--- config.mk ---
export PLATFORM = sky130hd
export DESIGN_NAME = frs_ramp_select
export DESIGN_NICKNAME = d
export VERILOG_FILES = /design/src/logic/frs_pkg.sv /design/src/logic/frs_ramp_select.sv
export SDC_FILE = /design/constraint.sdc
export NUM_CORES = 2
export LEC_CHECK = 0
export ABC_CLOCK_PERIOD_IN_PS = 27700
export BUFFER_PORTS_ARGS = -buffer_cell sky130_fd_sc_hd__buf_4
export CAP_MARGIN = 20
export CORE_ASPECT_RATIO = 1.1
export CORE_MARGIN = 2
export CORE_UTILIZATION = 40
export CTS_CLUSTER_DIAMETER = 60
export DETAILED_ROUTE_END_ITERATION = 16
export PLACE_DENSITY = 0.53
export SETUP_SLACK_MARGIN = 0.1
export SYNTH_ARGS = -nofsm -noshare
export SYNTH_HDL_FRONTEND = slang
export SYNTH_SLANG_ARGS = --single-unit
--- constraint.sdc ---
create_clock -name core_clk -period 27.7 [get_ports core_clk]
set_clock_uncertainty 0.05 [all_clocks]
set_input_delay 1.385 -clock core_clk [delete_from_list [all_inputs] [get_ports core_clk]]
set_output_delay 1.385 -clock core_clk [all_outputs]
set_load 0.1 [all_outputs]
--- src/logic/frs_pkg.sv ---
// Purpose: constants for the drive frequency ramp select block
// Assumes: 250 MHz core clock, frequencies in 0.1 Hz, times in 0.1 s
// Notes:   register offsets are byte addresses of 32-bit words
`default_nettype none

package frs_pkg;

    // ----------------------------------------------------------------
    // register indices (byte address = 4 * index)
    // ----------------------------------------------------------------
    localparam int IDX_ACC1  = 0;    // accel_time_first
    localparam int IDX_DEC1  = 1;    // decel_time_first
    localparam int IDX_ACC2  = 2;    // accel_time_second
    localparam int IDX_DEC2  = 3;    // decel_time_second
    localparam int IDX_SCRV  = 4;    // s_curve_percent
    localparam int IDX_JOGF  = 5;    // jog_freq_setting
    localparam int IDX_JOGR  = 6;    // jog_ramp_time
    localparam int IDX_INTF  = 7;    // internal_freq_setting
    localparam int IDX_PRE0  = 8;    // preset_freq_zero .. three at 8..11
    localparam int IDX_SKIP  = 12;   // skip_freq_setting, whole hertz
    localparam int IDX_BAND  = 13;   // skip_band_width
    localparam int IDX_DCDUR = 14;   // dc_brake_duration
    localparam int IDX_DCLVL = 15;   // dc_brake_current_level, % rated
    localparam int IDX_DBSEL = 16;   // brake_resistor_select
    localparam int IDX_DBDUT = 17;   // brake_duty_limit
    localparam int IDX_RSTRT = 18;   // restart_on_power_return
    localparam int IDX_MAXF  = 19;   // max_output_freq
    localparam int IDX_STOP  = 20;   // stop_method_select
    localparam int IDX_SRC   = 21;   // speed_source_select
    localparam int IDX_DI1   = 22;   // digital_input_one_select
    localparam int IDX_DI2   = 23;   // digital_input_two_select
    localparam int NREG      = 24;
    localparam int IDX_STAT  = 24;   // status, read only
    localparam int IDX_WORK  = 25;   // keypad working frequency, read only

    // reset values in register index order
    localparam logic [15:0] CFG_RST [0:NREG-1] = '{
        16'h0064, 16'h0064, 16'h00c8, 16'h00c8, 16'h0000, 16'h0064,
        16'h0064, 16'h0258, 16'h0000, 16'h0032, 16'h0064, 16'h00c8,
        16'h0000, 16'h0000, 16'h0000, 16'h0005, 16'h0000, 16'h0005,
        16'h0000, 16'h0258, 16'h0000, 16'h0000, 16'h0004, 16'h0004};

    // ----------------------------------------------------------------
    // codes and limits
    // ----------------------------------------------------------------
    localparam logic [15:0] SRC_INT    = 16'h0001;
    localparam logic [15:0] SRC_PRESET = 16'h0004;
    localparam logic [15:0] DI_PRESET  = 16'h0004;
    localparam logic [15:0] DI_RAMP2   = 16'h0005;
    localparam logic [15:0] STOP_RAMP  = 16'h0000;
    localparam logic [15:0] STOP_COAST = 16'h0001;
    localparam logic [15:0] STOP_DCB   = 16'h0002;
    localparam logic [15:0] DC_CONT    = 16'h03e7;   // 99.9 s
    localparam logic [15:0] DC_LVL_MAX = 16'h00b4;   // 180 % rated
    localparam logic [15:0] FREQ_MAX   = 16'h0fa0;   // 400.0 Hz
    localparam logic [6:0]  DB_PROT    = 7'h05;      // 5 % duty
    localparam logic [6:0]  DB_FULL    = 7'h64;      // 100 % duty
    localparam logic [6:0]  PCT_LAST   = 7'h63;      // pwm phase 0..99

    // ----------------------------------------------------------------
    // timing
    // ----------------------------------------------------------------
    localparam int CLK_NS       = 4;
    localparam int TICK_NS      = 10000;          // ramp tick, 10 us
    localparam int DS_NS        = 100000000;      // 0.1 s
    localparam int TICK_CYC     = TICK_NS / CLK_NS;
    localparam int TICKS_PER_DS = DS_NS / TICK_NS;
    localparam int S_HALF       = TICKS_PER_DS / 200;  // per 0.1 s per %

endpackage : frs_pkg

`default_nettype wire

--- src/logic/frs_ramp_select.sv ---
// Purpose: frequency command select, ramp, skip, dc and dynamic brake
// Assumes: apb slave with one wait state, inputs synchronous to core_clk
// Notes:   ramp advances once per 10 us tick, one 0.1 Hz step at most
//
// The APB interface to the registers and the address map were decided locally.
`timescale 1ns/1ps
`default_nettype none

// How it works
// - first accel time sets rise rate
// - first decel time sets fall rate
// - s-curve adds half time each end
// - jog drives jog frequency, capped at max
// - jog uses jog ramp both ways
// - source one takes internal frequency
// - keypad up/down changes command at once
// - enter commits, escape restores previous value
// - preset input code supplies preset frequency
// - input one low bit, two high
// - presets two, three use second ramps
// - second-ramp input forces second ramps
// - active preset overrides speed source
// - preset zero only under preset source
// - never rest at skip frequency
// - band widens skip both sides
// - dc brake timed, 99.9 continuous
// - dc brake current capped at level
// - brake selector decodes duty modes
// - selector three uses duty setting
// - power-up restart needs configured valid run
module frs_ramp_select
    import frs_pkg::*;
(
    // clock and reset
    input  wire logic        core_clk,
    input  wire logic        rstn,
    // apb slave
    input  wire logic        psel,
    input  wire logic        penable,
    input  wire logic        pwrite,
    input  wire logic [11:0] paddr,
    input  wire logic [31:0] pwdata,
    output logic      [31:0] prdata,
    output logic             pready,
    output logic             pslverr,
    // drive terminals
    input  wire logic        run_in,
    input  wire logic        run_cfg,
    input  wire logic        jog_in,
    input  wire logic        din_one,
    input  wire logic        din_two,
    input  wire logic        power_ok,
    input  wire logic        bus_over,
    input  wire logic [15:0] ext_freq,
    // keypad
    input  wire logic        prog_mode,
    input  wire logic        key_up,
    input  wire logic        key_down,
    input  wire logic        key_enter,
    input  wire logic        key_esc,
    // drive outputs
    output logic      [15:0] out_freq,
    output logic             at_speed,
    output logic             running,
    output logic             dc_brake_on,
    output logic      [15:0] dc_brake_amps,
    output logic             db_gate,
    output logic             nvm_store
);

    typedef enum logic [3:0] {
        RS_HOLD = 4'b0001,
        RS_LEAD = 4'b0010,
        RS_RAMP = 4'b0100,
        RS_TAIL = 4'b1000
    } frs_state_e;

    function automatic logic [15:0] fmin(input logic [15:0] a,
                                         input logic [15:0] b);
        fmin = (a < b) ? a : b;
    endfunction : fmin

    function automatic logic [26:0] ticks_of(input logic [15:0] ds,
                                             input int         k);
        ticks_of = 27'(32'(ds) * k);
    endfunction : ticks_of

    logic [15:0] cfg [0:NREG-1];
    logic [15:0] int_work;
    logic [15:0] tgt, rt, base, skp, lo, hi, maxf;
    logic [26:0] den, half_s, racc, racc_sum, dwell;
    logic [13:0] tick_cnt, ds_cnt;
    logic [15:0] bk_cnt;
    logic [6:0]  pct, duty;
    logic [1:0]  pre_idx;
    logic        tick, ds_tick, acc_en, mapped, pre_act, sec, up;
    logic        drive_on, coast_now, armed, bk_pend, kp_en, wr_en;
    logic [9:0]  idx;
    logic [31:0] rd_val;
    frs_state_e  st;

    // ----------------------------------------------------------------
    // apb register file and keypad
    // ----------------------------------------------------------------
    assign acc_en = psel && penable && !pready;
    assign idx    = paddr[11:2];
    assign mapped = (paddr[1:0] == 2'b00) && (idx <= 10'(IDX_WORK));
    assign kp_en  = prog_mode && (cfg[IDX_SRC] == SRC_INT);
    // a write lands on the edge at which the master sees pready
    assign wr_en  = psel && penable && pready && pwrite && mapped;

    // read mux
    always_comb
    begin
        rd_val = 32'h0000_0000;
        if (idx < 10'(NREG))
            rd_val = {16'h0000, cfg[idx[4:0]]};
        else if (idx == 10'(IDX_STAT))
            rd_val = {13'h0000, at_speed, dc_brake_on, running, out_freq};
        else if (idx == 10'(IDX_WORK))
            rd_val = {16'h0000, int_work};
    end

    // bus writes, keypad edits, one wait state per access
    always_ff @(posedge core_clk)
    begin
        if (!rstn)
        begin
            for (int i = 0; i < NREG; i++)
                cfg[i] <= CFG_RST[i];
            int_work  <= CFG_RST[IDX_INTF];
            pready    <= 1'b0;
            pslverr   <= 1'b0;
            prdata    <= 32'h0000_0000;
            nvm_store <= 1'b0;
        end
        else
        begin
            pready    <= acc_en;
            nvm_store <= 1'b0;
            if (acc_en)
            begin
                pslverr <= !mapped;
                prdata  <= mapped ? rd_val : 32'h0000_0000;
            end
            if (wr_en && idx < 10'(NREG))
                cfg[idx[4:0]] <= pwdata[15:0];
            if (wr_en && idx == 10'(IDX_INTF))
                int_work <= pwdata[15:0];
            if (kp_en)
            begin
                if (key_up && int_work < FREQ_MAX)
                    int_work <= int_work + 16'h0001;
                else if (key_down && int_work != 16'h0000)
                    int_work <= int_work - 16'h0001;
                else if (key_enter)
                begin
                    cfg[IDX_INTF] <= int_work;
                    nvm_store     <= 1'b1;
                end
                else if (key_esc)
                    int_work <= cfg[IDX_INTF];
            end
        end
    end

    // ----------------------------------------------------------------
    // command selection
    // ----------------------------------------------------------------
    assign pre_idx = {din_two, din_one};
    assign pre_act = (cfg[IDX_DI1] == DI_PRESET)
                  || (cfg[IDX_DI2] == DI_PRESET);
    assign maxf    = fmin(cfg[IDX_MAXF], FREQ_MAX);
    assign drive_on = power_ok && ((run_in && armed) || jog_in);
    assign skp     = 16'(32'(cfg[IDX_SKIP]) * 10);
    assign lo      = (skp > cfg[IDX_BAND]) ? skp - cfg[IDX_BAND] : 16'h0000;
    assign hi      = skp + cfg[IDX_BAND];

    // target frequency
    always_comb
    begin
        base = (cfg[IDX_SRC] == SRC_INT) ? int_work : ext_freq;
        if (cfg[IDX_SRC] == SRC_PRESET || (pre_act && pre_idx != 2'b00))
            base = cfg[IDX_PRE0 + 32'(pre_idx)];
        if (jog_in)
            base = cfg[IDX_JOGF];
        tgt = fmin(base, maxf);
        if (skp != 16'h0000 && tgt >= lo && tgt <= hi)
            tgt = ((tgt < skp && lo != 16'h0000) || hi >= maxf)
                ? lo - 16'h0001 : hi + 16'h0001;
        tgt = fmin(tgt, maxf);
        if (!drive_on)
            tgt = 16'h0000;
    end

    // ramp time choice
    always_comb
    begin
        up  = out_freq < tgt;
        sec = ((pre_act || cfg[IDX_SRC] == SRC_PRESET) && din_two)
           || (cfg[IDX_DI1] == DI_RAMP2 && din_one)
           || (cfg[IDX_DI2] == DI_RAMP2 && din_two);
        if (jog_in)
            rt = cfg[IDX_JOGR];
        else if (up)
            rt = sec ? cfg[IDX_ACC2] : cfg[IDX_ACC1];
        else
            rt = sec ? cfg[IDX_DEC2] : cfg[IDX_DEC1];
    end

    assign den      = ticks_of(rt, TICKS_PER_DS);
    assign half_s   = 27'(32'(ticks_of(rt, S_HALF)) * cfg[IDX_SCRV]);
    assign racc_sum = racc + 27'(maxf);
    assign coast_now = !drive_on && (cfg[IDX_STOP] == STOP_COAST
                                  || cfg[IDX_STOP] == STOP_DCB);

    // ----------------------------------------------------------------
    // tick generators
    // ----------------------------------------------------------------
    assign tick    = (tick_cnt == 14'(TICK_CYC - 1));
    assign ds_tick = tick && (ds_cnt == 14'(TICKS_PER_DS - 1));

    // 10 us tick and 0.1 s prescale
    always_ff @(posedge core_clk)
    begin
        if (!rstn)
        begin
            tick_cnt <= 14'h0000;
            ds_cnt   <= 14'h0000;
        end
        else
        begin
            tick_cnt <= tick ? 14'h0000 : tick_cnt + 14'h0001;
            if (ds_tick)
                ds_cnt <= 14'h0000;
            else if (tick)
                ds_cnt <= ds_cnt + 14'h0001;
        end
    end

    // ----------------------------------------------------------------
    // ramp engine
    // ----------------------------------------------------------------
    always_ff @(posedge core_clk)
    begin
        if (!rstn)
        begin
            st       <= RS_HOLD;
            out_freq <= 16'h0000;
            racc     <= 27'h000_0000;
            dwell    <= 27'h000_0000;
            at_speed <= 1'b0;
        end
        else if (coast_now)
        begin
            st       <= RS_HOLD;
            out_freq <= 16'h0000;
            racc     <= 27'h000_0000;
            at_speed <= 1'b0;
        end
        else if (tick)
        begin
            case (st)
                RS_HOLD:
                begin
                    at_speed <= (out_freq == tgt);
                    if (out_freq != tgt)
                    begin
                        st    <= RS_LEAD;
                        dwell <= half_s;
                    end
                end
                RS_LEAD:
                begin
                    if (dwell == 27'h000_0000)
                        st <= RS_RAMP;
                    else
                        dwell <= dwell - 27'h000_0001;
                end
                RS_RAMP:
                begin
                    if (out_freq == tgt)
                    begin
                        st    <= RS_TAIL;
                        dwell <= half_s;
                        racc  <= 27'h000_0000;
                    end
                    else if (racc_sum >= den)
                    begin
                        racc     <= racc_sum - den;
                        out_freq <= up ? out_freq + 16'h0001
                                       : out_freq - 16'h0001;
                    end
                    else
                        racc <= racc_sum;
                end
                RS_TAIL:
                begin
                    if (dwell == 27'h000_0000)
                        st <= RS_HOLD;
                    else
                        dwell <= dwell - 27'h000_0001;
                end
                default:
                    st <= RS_HOLD;
            endcase
        end
    end

    // ----------------------------------------------------------------
    // run, restart and dc brake
    // ----------------------------------------------------------------
    // run arming after power return
    always_ff @(posedge core_clk)
    begin
        if (!rstn)
        begin
            armed   <= 1'b0;
            running <= 1'b0;
        end
        else
        begin
            running <= drive_on;
            if (!power_ok)
                armed <= 1'b0;
            else if (!run_in || (cfg[IDX_RSTRT][0] && run_cfg))
                armed <= 1'b1;
        end
    end

    // dc injection after stop
    always_ff @(posedge core_clk)
    begin
        if (!rstn)
        begin
            dc_brake_on   <= 1'b0;
            bk_pend       <= 1'b0;
            bk_cnt        <= 16'h0000;
            dc_brake_amps <= 16'h0000;
        end
        else
        begin
            dc_brake_amps <= fmin(cfg[IDX_DCLVL], DC_LVL_MAX);
            if (drive_on)
            begin
                dc_brake_on <= 1'b0;
                bk_pend     <= 1'b0;
            end
            else if (running)
            begin
                bk_pend <= (cfg[IDX_STOP] == STOP_RAMP
                         || cfg[IDX_STOP] == STOP_DCB)
                        && cfg[IDX_DCDUR] != 16'h0000;
                bk_cnt  <= cfg[IDX_DCDUR];
            end
            else if (bk_pend && !dc_brake_on && out_freq == 16'h0000)
                dc_brake_on <= 1'b1;
            else if (dc_brake_on && ds_tick && cfg[IDX_DCDUR] != DC_CONT)
            begin
                if (bk_cnt <= 16'h0001)
                begin
                    dc_brake_on <= 1'b0;
                    bk_pend     <= 1'b0;
                end
                else
                    bk_cnt <= bk_cnt - 16'h0001;
            end
        end
    end

    // ----------------------------------------------------------------
    // dynamic brake duty
    // ----------------------------------------------------------------
    always_comb
    begin
        case (cfg[IDX_DBSEL][1:0])
            2'd1:    duty = DB_PROT;
            2'd2:    duty = DB_FULL;
            2'd3:    duty = cfg[IDX_DBDUT][6:0];
            default: duty = 7'h00;
        endcase
    end

    // 1 ms pwm frame of 100 ticks
    always_ff @(posedge core_clk)
    begin
        if (!rstn)
        begin
            pct     <= 7'h00;
            db_gate <= 1'b0;
        end
        else
        begin
            if (tick)
                pct <= (pct == PCT_LAST) ? 7'h00 : pct + 7'h01;
            db_gate <= bus_over && (pct < duty);
        end
    end
endmodule : frs_ramp_select

`default_nettype wire
==> results.md <==
* Synth async-reset ratio at 0
* Vias in the first global route at approximately 42000
* Root buf cell: clkbuf_16
* CP Max Fanout at 32
* Crit Path Category: register to register
* Critical Path Source Type: register
* Skew-Pair Late Insertion Delay at 0.70 ns
* # DRC at 0
* Synth area leaders: edfxtp_1 (27%), fa_1 (9.7%), ha_1 (9.5%)
* Number of synthesized flops with an enable pin at 476
* Hold slack at just over 0.4 ns
* Top-area cell type share of the netlist area at 0.2659
* Seq cells post-synth at ~660
* Detailed placer's ending HPWL at about 130 mm
* Worst path arrival time at around 25 ns
* Critical Path Sink Type: register
* Clock buffer depth at 3
* Yosys cell types at just under 90
* Die Wd at 353.6 um
* First-pass GRT wire length at between 200 and 300 mm
* # hold bufs at CTS at 0
* Setup TNS at 0 ns
* Worst slack, placed at between 2 and 3 ns
* Mean area per synthesized cell at 9.706 um2
* Fillers at roughly 13000
* Multi-input gate area at roughly 0.033 mm2
* Synth area leader: edfxtp_1
* FP Rows at between 100 and 150
* Gpl congestion at between 0.9 and 1
* Core area at ~0.13 mm2
* GRT Overall Usage at 0.2594
* Hold Fails Final Rpt at 0
* Worst Hold Class: register to register
* Critical Path RT at 28.25 ns
* DRT Pass-1 Iters at 6
* Cell count after synthesis at around 5500
* Post-CTS Setup Repair Bufs at 0
* Via count at ~43000
* Most common cell after layout, fill and taps aside: inv_1
* # H-tree levels at 3
* Max Clk Rate at 0.04054 GHz
* Layout cells sized above 1 at 0.1036
* Tightest slew margin relative to the limit at 0.1228
* Wire length per cell at roughly 24 um
* Mapped Area at approximately 0.054 mm2
* Storage element area at between 0.015 and 0.02 mm2
* Most frequent cells in the layout: inv_1 (560), nand2_1 (480), edfxtp_1 (476)
* Worst-Margin Slew at between 1 and 1.5 ns
* Clk slew on worst S/H paths at roughly 0.060 ns
* CTS tree: done
* Top-Level Pins at about 150
* Endpoints failing setup at 0
* RSZ-0062 raised after global routing: no
* Tcrit/Tclk final at 0.8905
* Largest net degree at the start of global routing at 54
* Crit-path most repeated cell: ha_1
* Total of max-cap violations at 0
* Post-synthesis sequential area ratio at 0.3348
* Status: complete, no violations
* Slew Limit Fails at 0
* Peak per-stage delay on the critical path at slightly above 0.9 ns
* Crit path time final at about 25 ns
* Initial antenna violation count at 9
* Full die area at 0.1374 mm2
* Initial cell density of the core at 0.4015
* Total CTS buffers at 87
* Routed vias/inst at between 5 and 6
* Final WL at roughly 180 mm
* Worst setup margin at around 3.0 ns
* Post-CTS resize count at 0
* Die height at between 300 and 400 um
* Worst path slowest cell: o21ai_2
* Initial DRC count at about 4000
* Final net count at ~6400
* Remaining Overflow, GRT at 0
* Clock tree sinks at ~660
* Top_reg_cell synth: edfxtp_1
* Port Buffers at between 100 and 150
* Layout area overhead at 11.84%
* Routed Antenna Nets at 0
* FF-to-FF setup slack at 3.03 ns
* YS warnings at 0
## synth_stat cells, drive strengths merged, types with 33 or more instances
| cell type | number |
|---|---|
| nand2b | 48 |
| clkbuf | 256 |
| nand3 | 83 |
| o22ai | 52 |
| o211ai | 41 |
| inv | 562 |
| and2 | 456 |
| o21ai | 289 |
| a21o | 56 |
| nor3 | 83 |
| nor4 | 62 |
| nor2 | 329 |
| ha | 408 |
| fa | 261 |
| dfxtp | 185 |
| mux2i | 74 |
| edfxtp | 476 |
| and3 | 33 |
| buf | 51 |
| nor2b | 50 |
| a211oi | 49 |
| a21oi | 265 |
| mux4 | 136 |
| xor2 | 70 |
| xnor2 | 135 |
| nand2 | 480 |
| or3 | 72 |
| nand4 | 57 |
## per-layer routing
layer,vias up,part of all wire,global-route usage
li1,19664,-,-
met3,295,0.082,0.05075
met4,4,0.036,0.09408
met1,21147,0.42,0.3472
met5,-,0.00015,0
met2,1480,0.46,0.4168
## sequential cells by signal (all words and copies together), names as in the netlist, 4 cells and up
register,cells
cfg,476
dwell,27
racc,27
prdata,19
bk_cnt,16
dc_brake_amps,16
int_work,16
out_freq,16
ds_cnt,14
tick_cnt,14
pct,7
st,4
## critical path, delay by kind of cell, from the launching register on
family	cells	cell delay (ns)
buffers and inverters	7	1.39
AOI/OAI and AO/OA	42	12.04
DFF	1	0.39
xor gates and xnor gates	1	0.17
adders and majority gates	15	5.93
and+or+nand+nor	14	4.05
muxes	2	0.52
## cell type report
cell class | count | share of cell area
Sequential cell | 661 | 0.2994
Inverter | 565 | 0.03527
Clock buffer | 107 | 0.03883
Multi-Input combinational cell | 4133 | 0.5485
Clock inverter | 52 | 0.01122
Antenna cell | 3 | 0.0001249
Tap cell | 1787 | 0.03719
Timing Repair Buffer | 234 | 0.02953
## stage by stage
step	cells	area (um2)	util
floorplan	5666	54240	-
global placement	7376	57070	0.4262
detailed placement	7378	57090	0.4264
CTS	7537	60100	0.4488
global route	7539	60120	0.4490
finish	7542	60130	0.4490
## cell families after synthesis
| family | Yosys count | share of synthesized area |
|---|---|---|
| AND/OR/NAND/NOR | 1838 | 0.1745 |
| AO/OA/AOI/OAI | 1051 | 0.1249 |
| buffers and inverters | 872 | 0.06221 |
| adder cells (fa/ha/maj) | 670 | 0.1923 |
| flip-flops | 661 | 0.3348 |
| multiplexers | 237 | 0.07641 |
| XOR/XNOR | 208 | 0.03470 |
| other | 2 | 0.0001397 |
## final timing paths
kind / to / from / depth (start not counted)
min: armed / armed / 2
min reg2reg: armed / armed / 2
max: dwell[26] / cfg[22][15] / 81
max reg2reg: dwell[26] / cfg[22][15] / 81
Power is not shown: default switching activity piles up to over one toggle a cycle in this logic, so the estimate is an artifact.
